===== config.mk =====
export PLATFORM = sky130hd
export DESIGN_NAME = ipc_top
export DESIGN_NICKNAME = d
export VERILOG_FILES = /design/src/rtl/ipc_pkg.sv /design/src/rtl/ipc_top.sv
export SDC_FILE = /design/constraint.sdc
export NUM_CORES = 2
export LEC_CHECK = 0
export BUFFER_PORTS_ARGS = -buffer_cell sky130_fd_sc_hd__buf_2
export CAP_MARGIN = 20
export CORE_MARGIN = 5
export CORE_UTILIZATION = 64
export CTS_BUF_LIST = sky130_fd_sc_hd__clkbuf_8
export DETAILED_ROUTE_END_ITERATION = 7
export PLACE_DENSITY = 0.84
export SLEW_MARGIN = 20
export SYNTH_ARGS = -nofsm -noshare
export SYNTH_HDL_FRONTEND = slang
export SYNTH_SLANG_ARGS = --single-unit

===== constraint.sdc =====
create_clock -name clk_sys -period 120 [get_ports clk_sys]
set_input_delay 18 -clock clk_sys [delete_from_list [all_inputs] [get_ports clk_sys]]
set_output_delay 18 -clock clk_sys [all_outputs]
set_load 0.05 [all_outputs]

===== src/rtl/ipc_pkg.sv =====
package ipc_pkg;
    // ------------------------------------------------------------
    // Sizes
    // ------------------------------------------------------------
    localparam int NUM_SRC_DEF = 64;   // Default number of user sources
    localparam int SRC_PER_WORD = 16;  // Flag / enable bits per word
    localparam int PRIO_PER_WORD = 4;  // Priority fields per word
    localparam int PRIO_W = 3;         // Priority field width
    localparam int PRIO_STRIDE = 4;    // Priority field stride
    localparam int VEC_W = 7;          // Vector number width
    localparam int LVL_W = 4;          // CPU level width
    localparam int EXT_PINS = 5;       // External request pins
    localparam int ADDR_W = 12;        // APB address width
    // Source index fed by each external pin
    localparam int EXT_SRC_IDX [EXT_PINS] = '{0, 20, 29, 53, 60};
    // ------------------------------------------------------------
    // Register byte offsets
    // ------------------------------------------------------------
    localparam logic [11:0] FLAG_BASE = 12'h000;
    localparam logic [11:0] ENABLE_BASE = 12'h040;
    localparam logic [11:0] PRIO_BASE = 12'h080;
    localparam logic [11:0] STATUS_OFS = 12'h100;
    localparam logic [11:0] CORE_OFS = 12'h104;
    localparam logic [11:0] CTL1_OFS = 12'h108;
    localparam logic [11:0] CTL2_OFS = 12'h10c;
    localparam logic [11:0] TAKEN_OFS = 12'h110;
    // ------------------------------------------------------------
    // Field positions and masks
    // ------------------------------------------------------------
    localparam int LEVEL_LSB = 5;      // Level field in status word
    localparam int EXT_BIT = 3;        // Extension bit in core control
    localparam int NEST_BIT = 15;      // Nesting disable in control one
    localparam int TRAP_EN_LSB = 8;    // Trap enables in control one
    localparam int ALT_BIT = 15;       // Table select in control two
    localparam int TDIS_BIT = 14;      // Timed disable in control two
    localparam int TAKEN_LVL_LSB = 8;  // New level in taken status
    localparam logic [15:0] CTL1_FLAG_MASK = 16'h78fe;
    localparam logic [15:0] CTL1_RW_MASK = 16'h8700;
    localparam logic [15:0] CTL2_RW_MASK = 16'h801f;
    // ------------------------------------------------------------
    // Reset values and levels
    // ------------------------------------------------------------
    localparam logic [3:0] LEVEL_RST = 4'h0;
    localparam logic [3:0] NEST_LEVEL = 4'h7;
    localparam logic [15:0] CTL_RST = 16'h0000;
endpackage : ipc_pkg


===== src/rtl/ipc_top.sv =====
// Behaviour
// - One sticky request flag per source
// - Per-source enable gates flag into arbitration
// - Software priority field, seven levels, zero disables
// - Latch vector and new level when taken
// - Software writes level field, used for masking
// - Extension bit is read-only to software
// - Bit positions follow source number order
// - Equal priority, lower source number wins
// - Level is extension bit over 3-bit field
// - Extension bit reads 1 above level 7
// - Level field read-only while nesting disabled
// - Control one bit 15 disables nesting
// - Control one holds sticky trap cause flags
// - Control two bit 15 selects alternate table
// - Control two bits 4-0 pin edge polarity
// - Unimplemented bits ignore writes, read zero
// - Present only priority above CPU level
// - Nesting disabled forces level 7 on entry
// - Timed disable status bit, blocks user requests
module ipc_top
    import ipc_pkg::*;
#(
    parameter int NUM_SRC = NUM_SRC_DEF
) (
    // Clock and reset
    input wire logic clk_sys,
    input wire logic sys_rst,
    // APB slave
    input wire logic psel,
    input wire logic penable,
    input wire logic pwrite,
    input wire logic [ADDR_W-1:0] paddr,
    input wire logic [31:0] pwdata,
    output logic [31:0] prdata,
    output logic pready,
    output logic pslverr,
    // Event sources
    input wire logic [NUM_SRC-1:0] periphEvent,
    input wire logic [EXT_PINS-1:0] extPin,
    input wire logic [15:0] trapEvent,
    input wire logic timedDisable,
    // Core handshake
    input wire logic intTaken,
    input wire logic levelLoad,
    input wire logic [LVL_W-1:0] levelLoadValue,
    output logic irqReq,
    output logic [VEC_W-1:0] irqVector,
    output logic [LVL_W-1:0] irqLevel,
    // Control outputs
    output logic altTableSelect,
    output logic [2:0] trapEnable,
    output logic nestingDisable,
    output logic [LVL_W-1:0] cpuLevel
);
    // ------------------------------------------------------------
    // Derived sizes and helpers
    // ------------------------------------------------------------
    localparam int NFW = NUM_SRC / SRC_PER_WORD;   // Flag words
    localparam int NPW = NUM_SRC / PRIO_PER_WORD;  // Priority words

    // Word address falls inside a register bank
    function automatic logic inBank(input logic [9:0] w,
                                    input logic [11:0] base, input int n);
        return (w >= base[11:2]) && (w < base[11:2] + 10'(n));
    endfunction : inBank

    // External pin feeding a source, or -1
    function automatic int pinOf(input int src);
        int p;
        p = -1;
        for (int k = 0; k < EXT_PINS; k++) begin
            if (EXT_SRC_IDX[k] == src) begin
                p = k;
            end
        end
        return p;
    endfunction : pinOf

    // ------------------------------------------------------------
    // State
    // ------------------------------------------------------------
    logic [NUM_SRC-1:0] flag_ff;            // Request flags
    logic [NUM_SRC-1:0] enable_ff;          // Source enables
    logic [PRIO_W*NUM_SRC-1:0] prio_ff;     // Packed priorities
    logic [LVL_W-1:0] cpuLevel_ff;          // Current CPU level
    logic [15:0] ctl1_ff;                   // Control one
    logic [15:0] ctl2_ff;                   // Control two, stored bits
    logic [VEC_W-1:0] takenVec_ff;          // Latched vector
    logic [LVL_W-1:0] takenLvl_ff;          // Latched new level
    logic irqReq_ff;                        // Request to core
    logic [VEC_W-1:0] irqVec_ff;            // Presented vector
    logic [LVL_W-1:0] irqLvl_ff;            // Presented level
    logic [EXT_PINS-1:0] extPrev_ff;        // Previous pin levels
    logic [31:0] rdData_ff;                 // Read data

    // ------------------------------------------------------------
    // APB decode
    // ------------------------------------------------------------
    wire [9:0] wordAddr = paddr[11:2];
    wire apbWr = psel & penable & pwrite;   // Zero-wait access phase
    wire apbSetup = psel & ~penable;        // Read data capture
    wire flagHit = inBank(wordAddr, FLAG_BASE, NFW);
    wire enHit = inBank(wordAddr, ENABLE_BASE, NFW);
    wire prioHit = inBank(wordAddr, PRIO_BASE, NPW);
    wire statusHit = inBank(wordAddr, STATUS_OFS, 1);
    wire coreHit = inBank(wordAddr, CORE_OFS, 1);
    wire ctl1Hit = inBank(wordAddr, CTL1_OFS, 1);
    wire ctl2Hit = inBank(wordAddr, CTL2_OFS, 1);
    wire takenHit = inBank(wordAddr, TAKEN_OFS, 1);
    wire anyHit = flagHit | enHit | prioHit | statusHit | coreHit |
                  ctl1Hit | ctl2Hit | takenHit;
    wire [9:0] flagIdx = wordAddr - FLAG_BASE[11:2];
    wire [9:0] enIdx = wordAddr - ENABLE_BASE[11:2];
    wire [9:0] prioIdx = wordAddr - PRIO_BASE[11:2];
    wire statusWr = apbWr & statusHit;
    wire ctl1Wr = apbWr & ctl1Hit;
    wire ctl2Wr = apbWr & ctl2Hit;

    // ------------------------------------------------------------
    // External pin edge detection
    // ------------------------------------------------------------
    logic [EXT_PINS-1:0] extEdge;           // One-cycle edge pulses
    assign extEdge = (ctl2_ff[EXT_PINS-1:0] & extPrev_ff & ~extPin) |
                     (~ctl2_ff[EXT_PINS-1:0] & ~extPrev_ff & extPin);

    // ------------------------------------------------------------
    // Per-source flag, enable and priority next values
    // ------------------------------------------------------------
    logic [NUM_SRC-1:0] srcSet;             // Set events per source
    logic [NUM_SRC-1:0] nxt_flag;
    logic [NUM_SRC-1:0] nxt_enable;
    logic [PRIO_W*NUM_SRC-1:0] nxt_prio;
    logic [NUM_SRC-1:0] pend;               // Enabled, nonzero, flagged
    genvar gi;
    generate
        for (gi = 0; gi < NUM_SRC; gi++) begin : g_src
            localparam int FW = gi / SRC_PER_WORD;
            localparam int FB = gi % SRC_PER_WORD;
            localparam int PW = gi / PRIO_PER_WORD;
            localparam int PB = (gi % PRIO_PER_WORD) * PRIO_STRIDE;
            localparam int PIN = pinOf(gi);
            wire flagWr = apbWr & flagHit & (flagIdx == 10'(FW));
            wire enWr = apbWr & enHit & (enIdx == 10'(FW));
            wire prWr = apbWr & prioHit & (prioIdx == 10'(PW));
            wire [PRIO_W-1:0] prio = prio_ff[gi*PRIO_W +: PRIO_W];
            if (PIN >= 0) begin : g_pin
                assign srcSet[gi] = periphEvent[gi] | extEdge[PIN];
            end else begin : g_nopin
                assign srcSet[gi] = periphEvent[gi];
            end
            assign nxt_flag[gi] = (flagWr ? pwdata[FB] : flag_ff[gi]) | srcSet[gi];
            assign nxt_enable[gi] = enWr ? pwdata[FB] : enable_ff[gi];
            assign nxt_prio[gi*PRIO_W +: PRIO_W] = prWr ? pwdata[PB +: PRIO_W] : prio;
            assign pend[gi] = flag_ff[gi] & enable_ff[gi] & (prio != '0);
        end
    endgenerate

    // ------------------------------------------------------------
    // Arbitration: highest priority, lowest index on ties
    // ------------------------------------------------------------
    logic [PRIO_W-1:0] bestPrio;
    logic [VEC_W-1:0] bestVec;
    logic bestValid;
    always_comb begin
        bestPrio = '0;
        bestVec = '0;
        bestValid = 1'b0;
        for (int k = NUM_SRC - 1; k >= 0; k--) begin
            if (pend[k] && (prio_ff[k*PRIO_W +: PRIO_W] >= bestPrio)) begin
                bestPrio = prio_ff[k*PRIO_W +: PRIO_W];
                bestVec = VEC_W'(k);
                bestValid = 1'b1;
            end
        end
    end

    // ------------------------------------------------------------
    // Presentation and level control
    // ------------------------------------------------------------
    wire [LVL_W-1:0] bestLvl = {1'b0, bestPrio};
    wire nestDis = ctl1_ff[NEST_BIT];
    wire takeNow = intTaken & irqReq_ff;    // Core accepts request
    wire present = bestValid & (bestLvl > cpuLevel_ff) & ~timedDisable;
    wire nxt_irqReq = present & ~takeNow;
    logic [LVL_W-1:0] nxt_level;
    assign nxt_level = levelLoad ? levelLoadValue :
                       takeNow ? (nestDis ? NEST_LEVEL : irqLvl_ff) :
                       (statusWr & ~nestDis) ?
                       {cpuLevel_ff[3], pwdata[LEVEL_LSB +: 3]} : cpuLevel_ff;

    // ------------------------------------------------------------
    // Control registers
    // ------------------------------------------------------------
    wire [15:0] ctl1Base = ctl1Wr ? pwdata[15:0] : ctl1_ff;
    wire [15:0] nxt_ctl1 = (ctl1Base & (CTL1_RW_MASK | CTL1_FLAG_MASK)) |
                           (trapEvent & CTL1_FLAG_MASK);
    wire [15:0] nxt_ctl2 = ctl2Wr ? (pwdata[15:0] & CTL2_RW_MASK) : ctl2_ff;

    // ------------------------------------------------------------
    // Read mux
    // ------------------------------------------------------------
    logic [15:0] prioWord;
    genvar gj;
    generate
        for (gj = 0; gj < PRIO_PER_WORD; gj++) begin : g_prd
            assign prioWord[gj*PRIO_STRIDE +: PRIO_STRIDE] =
                {1'b0, prio_ff[(int'(prioIdx)*PRIO_PER_WORD+gj)*PRIO_W +: PRIO_W]};
        end
    endgenerate
    wire [15:0] flagWord = flag_ff[int'(flagIdx)*SRC_PER_WORD +: SRC_PER_WORD];
    wire [15:0] enWord = enable_ff[int'(enIdx)*SRC_PER_WORD +: SRC_PER_WORD];
    wire [15:0] statusWord = {8'h00, cpuLevel_ff[2:0], 5'h00};
    wire [15:0] coreWord = {12'h000, cpuLevel_ff[3], 3'h0};
    wire [15:0] ctl2Word = ctl2_ff | {1'b0, timedDisable, 14'h0000};
    wire [15:0] takenWord = {4'h0, takenLvl_ff, 1'b0, takenVec_ff};
    wire [15:0] rdMux = flagHit ? flagWord :
                        enHit ? enWord :
                        prioHit ? prioWord :
                        statusHit ? statusWord :
                        coreHit ? coreWord :
                        ctl1Hit ? ctl1_ff :
                        ctl2Hit ? ctl2Word :
                        takenHit ? takenWord : 16'h0000;

    // ------------------------------------------------------------
    // Sequential logic
    // ------------------------------------------------------------
    // Source state
    always_ff @(posedge clk_sys or posedge sys_rst) begin
        if (sys_rst) begin
            flag_ff <= '0;
            enable_ff <= '0;
            prio_ff <= '0;
            extPrev_ff <= '0;
        end else begin
            flag_ff <= nxt_flag;
            enable_ff <= nxt_enable;
            prio_ff <= nxt_prio;
            extPrev_ff <= extPin;
        end
    end

    // Level and control words
    always_ff @(posedge clk_sys or posedge sys_rst) begin
        if (sys_rst) begin
            cpuLevel_ff <= LEVEL_RST;
            ctl1_ff <= CTL_RST;
            ctl2_ff <= CTL_RST;
        end else begin
            cpuLevel_ff <= nxt_level;
            ctl1_ff <= nxt_ctl1;
            ctl2_ff <= nxt_ctl2;
        end
    end

    // Request to core and taken latch
    always_ff @(posedge clk_sys or posedge sys_rst) begin
        if (sys_rst) begin
            irqReq_ff <= 1'b0;
            irqVec_ff <= '0;
            irqLvl_ff <= '0;
            takenVec_ff <= '0;
            takenLvl_ff <= '0;
        end else begin
            irqReq_ff <= nxt_irqReq;
            irqVec_ff <= bestVec;
            irqLvl_ff <= bestLvl;
            if (takeNow) begin
                takenVec_ff <= irqVec_ff;
                takenLvl_ff <= irqLvl_ff;
            end
        end
    end

    // Read data, captured in the setup phase
    always_ff @(posedge clk_sys or posedge sys_rst) begin
        if (sys_rst) begin
            rdData_ff <= '0;
        end else if (apbSetup) begin
            rdData_ff <= {16'h0000, rdMux};
        end
    end

    // ------------------------------------------------------------
    // Outputs
    // ------------------------------------------------------------
    assign prdata = rdData_ff;
    assign pready = 1'b1;
    assign pslverr = psel & penable & ~anyHit;
    assign irqReq = irqReq_ff;
    assign irqVector = irqVec_ff;
    assign irqLevel = irqLvl_ff;
    assign altTableSelect = ctl2_ff[ALT_BIT];
    assign trapEnable = ctl1_ff[TRAP_EN_LSB +: 3];
    assign nestingDisable = nestDis;
    assign cpuLevel = cpuLevel_ff;
endmodule : ipc_top


==> impl_metrics.json <==
{
  "run_status": "completed",
  "grt-ovfl-total": 0,
  "grt_start_max_net_pins": 122,
  "drtAntennaViolNets": 0,
  "async_flop_share_pct": 100,
  "drv_slew": 0,
  "gp_congestion": 1.04,
  "min_path_type": "register to register",
  "p_total_uw": 293,
  "yosys.area.top_type": "dfrtp_1",
  "die_w_um": 219,
  "tightest_slew_ns": 1.19,
  "finClkSkew_ns": 0.0423,
  "ys_seq_elements": 385,
  "vdd_drop_max_v": 0.00000944,
  "pwr-share-clk_pct": 49.1,
  "synth_area_leaders": "dfrtp_1 (35%), mux2_2 (11%), mux4_2 (7.4%), nand2_1 (5.5%), ha_1 (3.4%)",
  "synth.distinct_cells": 121,
  "clk_path_buf_depth": 3,
  "grt_pass1_wl_mm": 160,
  "p_int_uw": 217,
  "synth_top_area_share_pct": 34.5,
  "reg2reg_depth": 437,
  "cts.clk_slew.worst_paths_ns": 0.06,
  "p_leak_uw": 0.0140,
  "synth.cell_area_um2": 27900,
  "crit_slowest_cell": "o31ai_1",
  "relSlewSlack_pct": 20.6,
  "io_pins": 196,
  "clkLatencyLatePin_ns": 0.69,
  "grt_usage_pct": 44.9,
  "p_per_area_nw_per_um2": 9.55,
  "path_class": "register to register",
  "wl_per_cell_um": 28.9,
  "hold_viol": 0,
  "cts_setup_buffers": 0,
  "swShare_pct": 26.0,
  "p_sw_uw": 76.0,
  "cts.sinks": 385,
  "fin_area_um2": 30600,
  "setup_viol": 0,
  "cts_resized": 0,
  "die-area_um2": 47900,
  "syn_area_per_cell_um2": 9.32,
  "num_rows": 76,
  "cap_violations": 0,
  "dr.first_iter.drc_count": 3827,
  "post-route-min-period_ns": 97.43,
  "final.setup.tns_ns": 0,
  "worstPathRequired_ns": 120.59,
  "yosys_warnings": 0,
  "io_buffer_count": 153,
  "htree_levels": 3,
  "grt_pass1_vias": 25300,
  "hold_depth": 2,
  "critPathMaxStageDelay_ns": 0.64,
  "rsz0062_at_grt": "no",
  "die-height_um": 219,
  "n_fill_cell": 3295,
  "cts-root-buf": "clkbuf_8",
  "drive_gt1_share_pct": 23.2,
  "synth_ff_type": "dfrtp_1",
  "seq_area_frac_synth_pct": 34.5,
  "hold_buffers": 0,
  "antenna_found_initial": 15,
  "finalCritPeriodShare_pct": 81.2,
  "seqCellArea_um2": 9630,
  "syn_inst": 2994,
  "pwr-share-seq_pct": 44.6,
  "crit_arrival_ns": 98.02,
  "initial_core_util_pct": 64.7,
  "p_comb_share_pct": 6.2,
  "multiInputGateArea_um2": 17200,
  "drc_errors": 0,
  "vias": 27100,
  "syn_to_final_growth_pct": 9.87,
  "whs_ns": 0.476,
  "core_um2": 43100,
  "final_nets": 3330,
  "cts_tree": "built",
  "cp_common_cell": "ha_1",
  "cp-end-kind": "register",
  "dr.pass1.iters": 8,
  "hpwl_mm": 79.2,
  "synth_edf_count": 0,
  "worstSetupStartpointType": "register",
  "routed_wl_mm": 109,
  "numCtsBuffers": 71,
  "viasPerCell": 7.21,
  "crit_fanout": 9,
  "fmax_ghz": 0.0103,
  "placed_area_um2": 29000
}
[critical path: cells and delay by family (launching register included)]
family / cells / cell delay, ns
muxes: 35 / 12.43
and+or+nand+nor: 145 / 22.27
adders and majority gates: 79 / 23.10
AOI/OAI and AO/OA: 168 / 38.38
DFF: 1 / 0.47
buffers and inverters: 10 / 0.70
[synth_stat cells, drive strengths merged, types with 19 or more instances]
| master | instances |
|---|---|
| a21oi | 109 |
| nor2 | 204 |
| nand2 | 408 |
| mux4 | 92 |
| or2 | 24 |
| o31ai | 30 |
| nand3 | 112 |
| nor4 | 19 |
| nor3 | 38 |
| a31oi | 52 |
| and2 | 50 |
| o21ai | 198 |
| and3 | 45 |
| nand3b | 65 |
| o21a | 26 |
| maj3 | 19 |
| buf | 43 |
| o211ai | 32 |
| inv | 141 |
| a21o | 22 |
| clkbuf | 103 |
| ha | 76 |
| a22oi | 24 |
| nand2b | 73 |
| a211oi | 25 |
| dfrtp | 385 |
| mux2 | 264 |
| nor2b | 32 |
[logic make-up after synthesis]
family	after synthesis	share of synthesized area [%]
simple gates	1121	19.7
compound gates	734	18.8
flops	385	34.5
mux	368	18.6
buf+inv	287	4.17
fa+ha+maj	95	4.10
other cells	2	0.0269
xor+xnor	2	0.0628
[worst paths after layout]
path / start / end / slack [ns]
max: flag_ff[63]$_DFF_PP0_ / irqReq$_DFF_PP0_ / 22.57
min: prdata[13]$_DFFE_PP0P_ / prdata[13]$_DFFE_PP0P_ / 0.48
max reg2reg: flag_ff[63]$_DFF_PP0_ / irqReq$_DFF_PP0_ / 22.57
min reg2reg: prdata[13]$_DFFE_PP0P_ / prdata[13]$_DFFE_PP0P_ / 0.48
max in group asynchronous: sys_rst / prio_ff[147]$_DFFE_PP0P_ / 100.32
min in group asynchronous: sys_rst / prio_ff[14]$_DFFE_PP0P_ / 17.51
[final cells by class]
type | instances | area share (%)
clock inverter | 35 | 1.14
clock buffer | 89 | 4.00
timing repair buffer | 175 | 3.07
sequential | 385 | 31.4
antenna | 10 | 0.0817
tap | 585 | 2.39
inverter | 141 | 1.75
multi-input combinational | 2339 | 56.1
[layout by cell type, fill, tap and decap left out, types with 76 or more instances in the layout]
cell type,Yosys,final
mux4_2,92,92
ha_1,76,76
nand2_1,408,408
buf_2,1,151
a21oi_1,107,107
clkbuf_8,0,89
dfrtp_1,385,385
inv_1,141,151
nand3_1,111,111
mux2_2,261,261
nor2_1,202,200
o21ai_0,181,181
[per-stage QoR]
step	util, %	setup WS (ns)	std cells
after global routing	71.1	16.83	3752
after global placement	67.4	26.94	3625
final	71.1	22.57	3759
after detailed placement	67.4	24.80	3625
after floorplan	-	36.24	3011
after CTS	71.1	24.36	3749
[routing by layer]
| metal | wire length, um | vias up | global-route usage [%] |
|---|---|---|---|
| li1 | - | 11300 | - |
| met1 | 39300 | 13100 | 57.2 |
| met2 | 45500 | 2124 | 65.4 |
| met3 | 15400 | 535 | 15.7 |
| met4 | 8330 | 10 | 28.3 |
| met5 | 98 | - | 0.625 |
[registers in the layout, summed over array words and instances (netlist names), 4 cells and up]
| name | cells |
|---|---|
| cpuLevel | 4 |
| ctl1_ff | 15 |
| enable_ff | 64 |
| flag_ff | 64 |
| takenVec_ff | 6 |
| extPrev_ff | 5 |
| ctl2_ff | 6 |
| prdata | 16 |
| irqVector | 6 |
| prio_ff | 192 |
[power by group through the flow]
stage / logic (uW) / clock network (uW) / registers [uW]
2_1_floorplan: 9.97 / 0 / 134
3_3_place_gp: 17.3 / 0 / 133
3_5_place_dp: 17.6 / 0 / 133
4_1_cts: 17.8 / 143 / 131
5_1_grt: 19.0 / 149 / 130
6_report: 18.3 / 144 / 131
(Power assumes the default switching activity.)
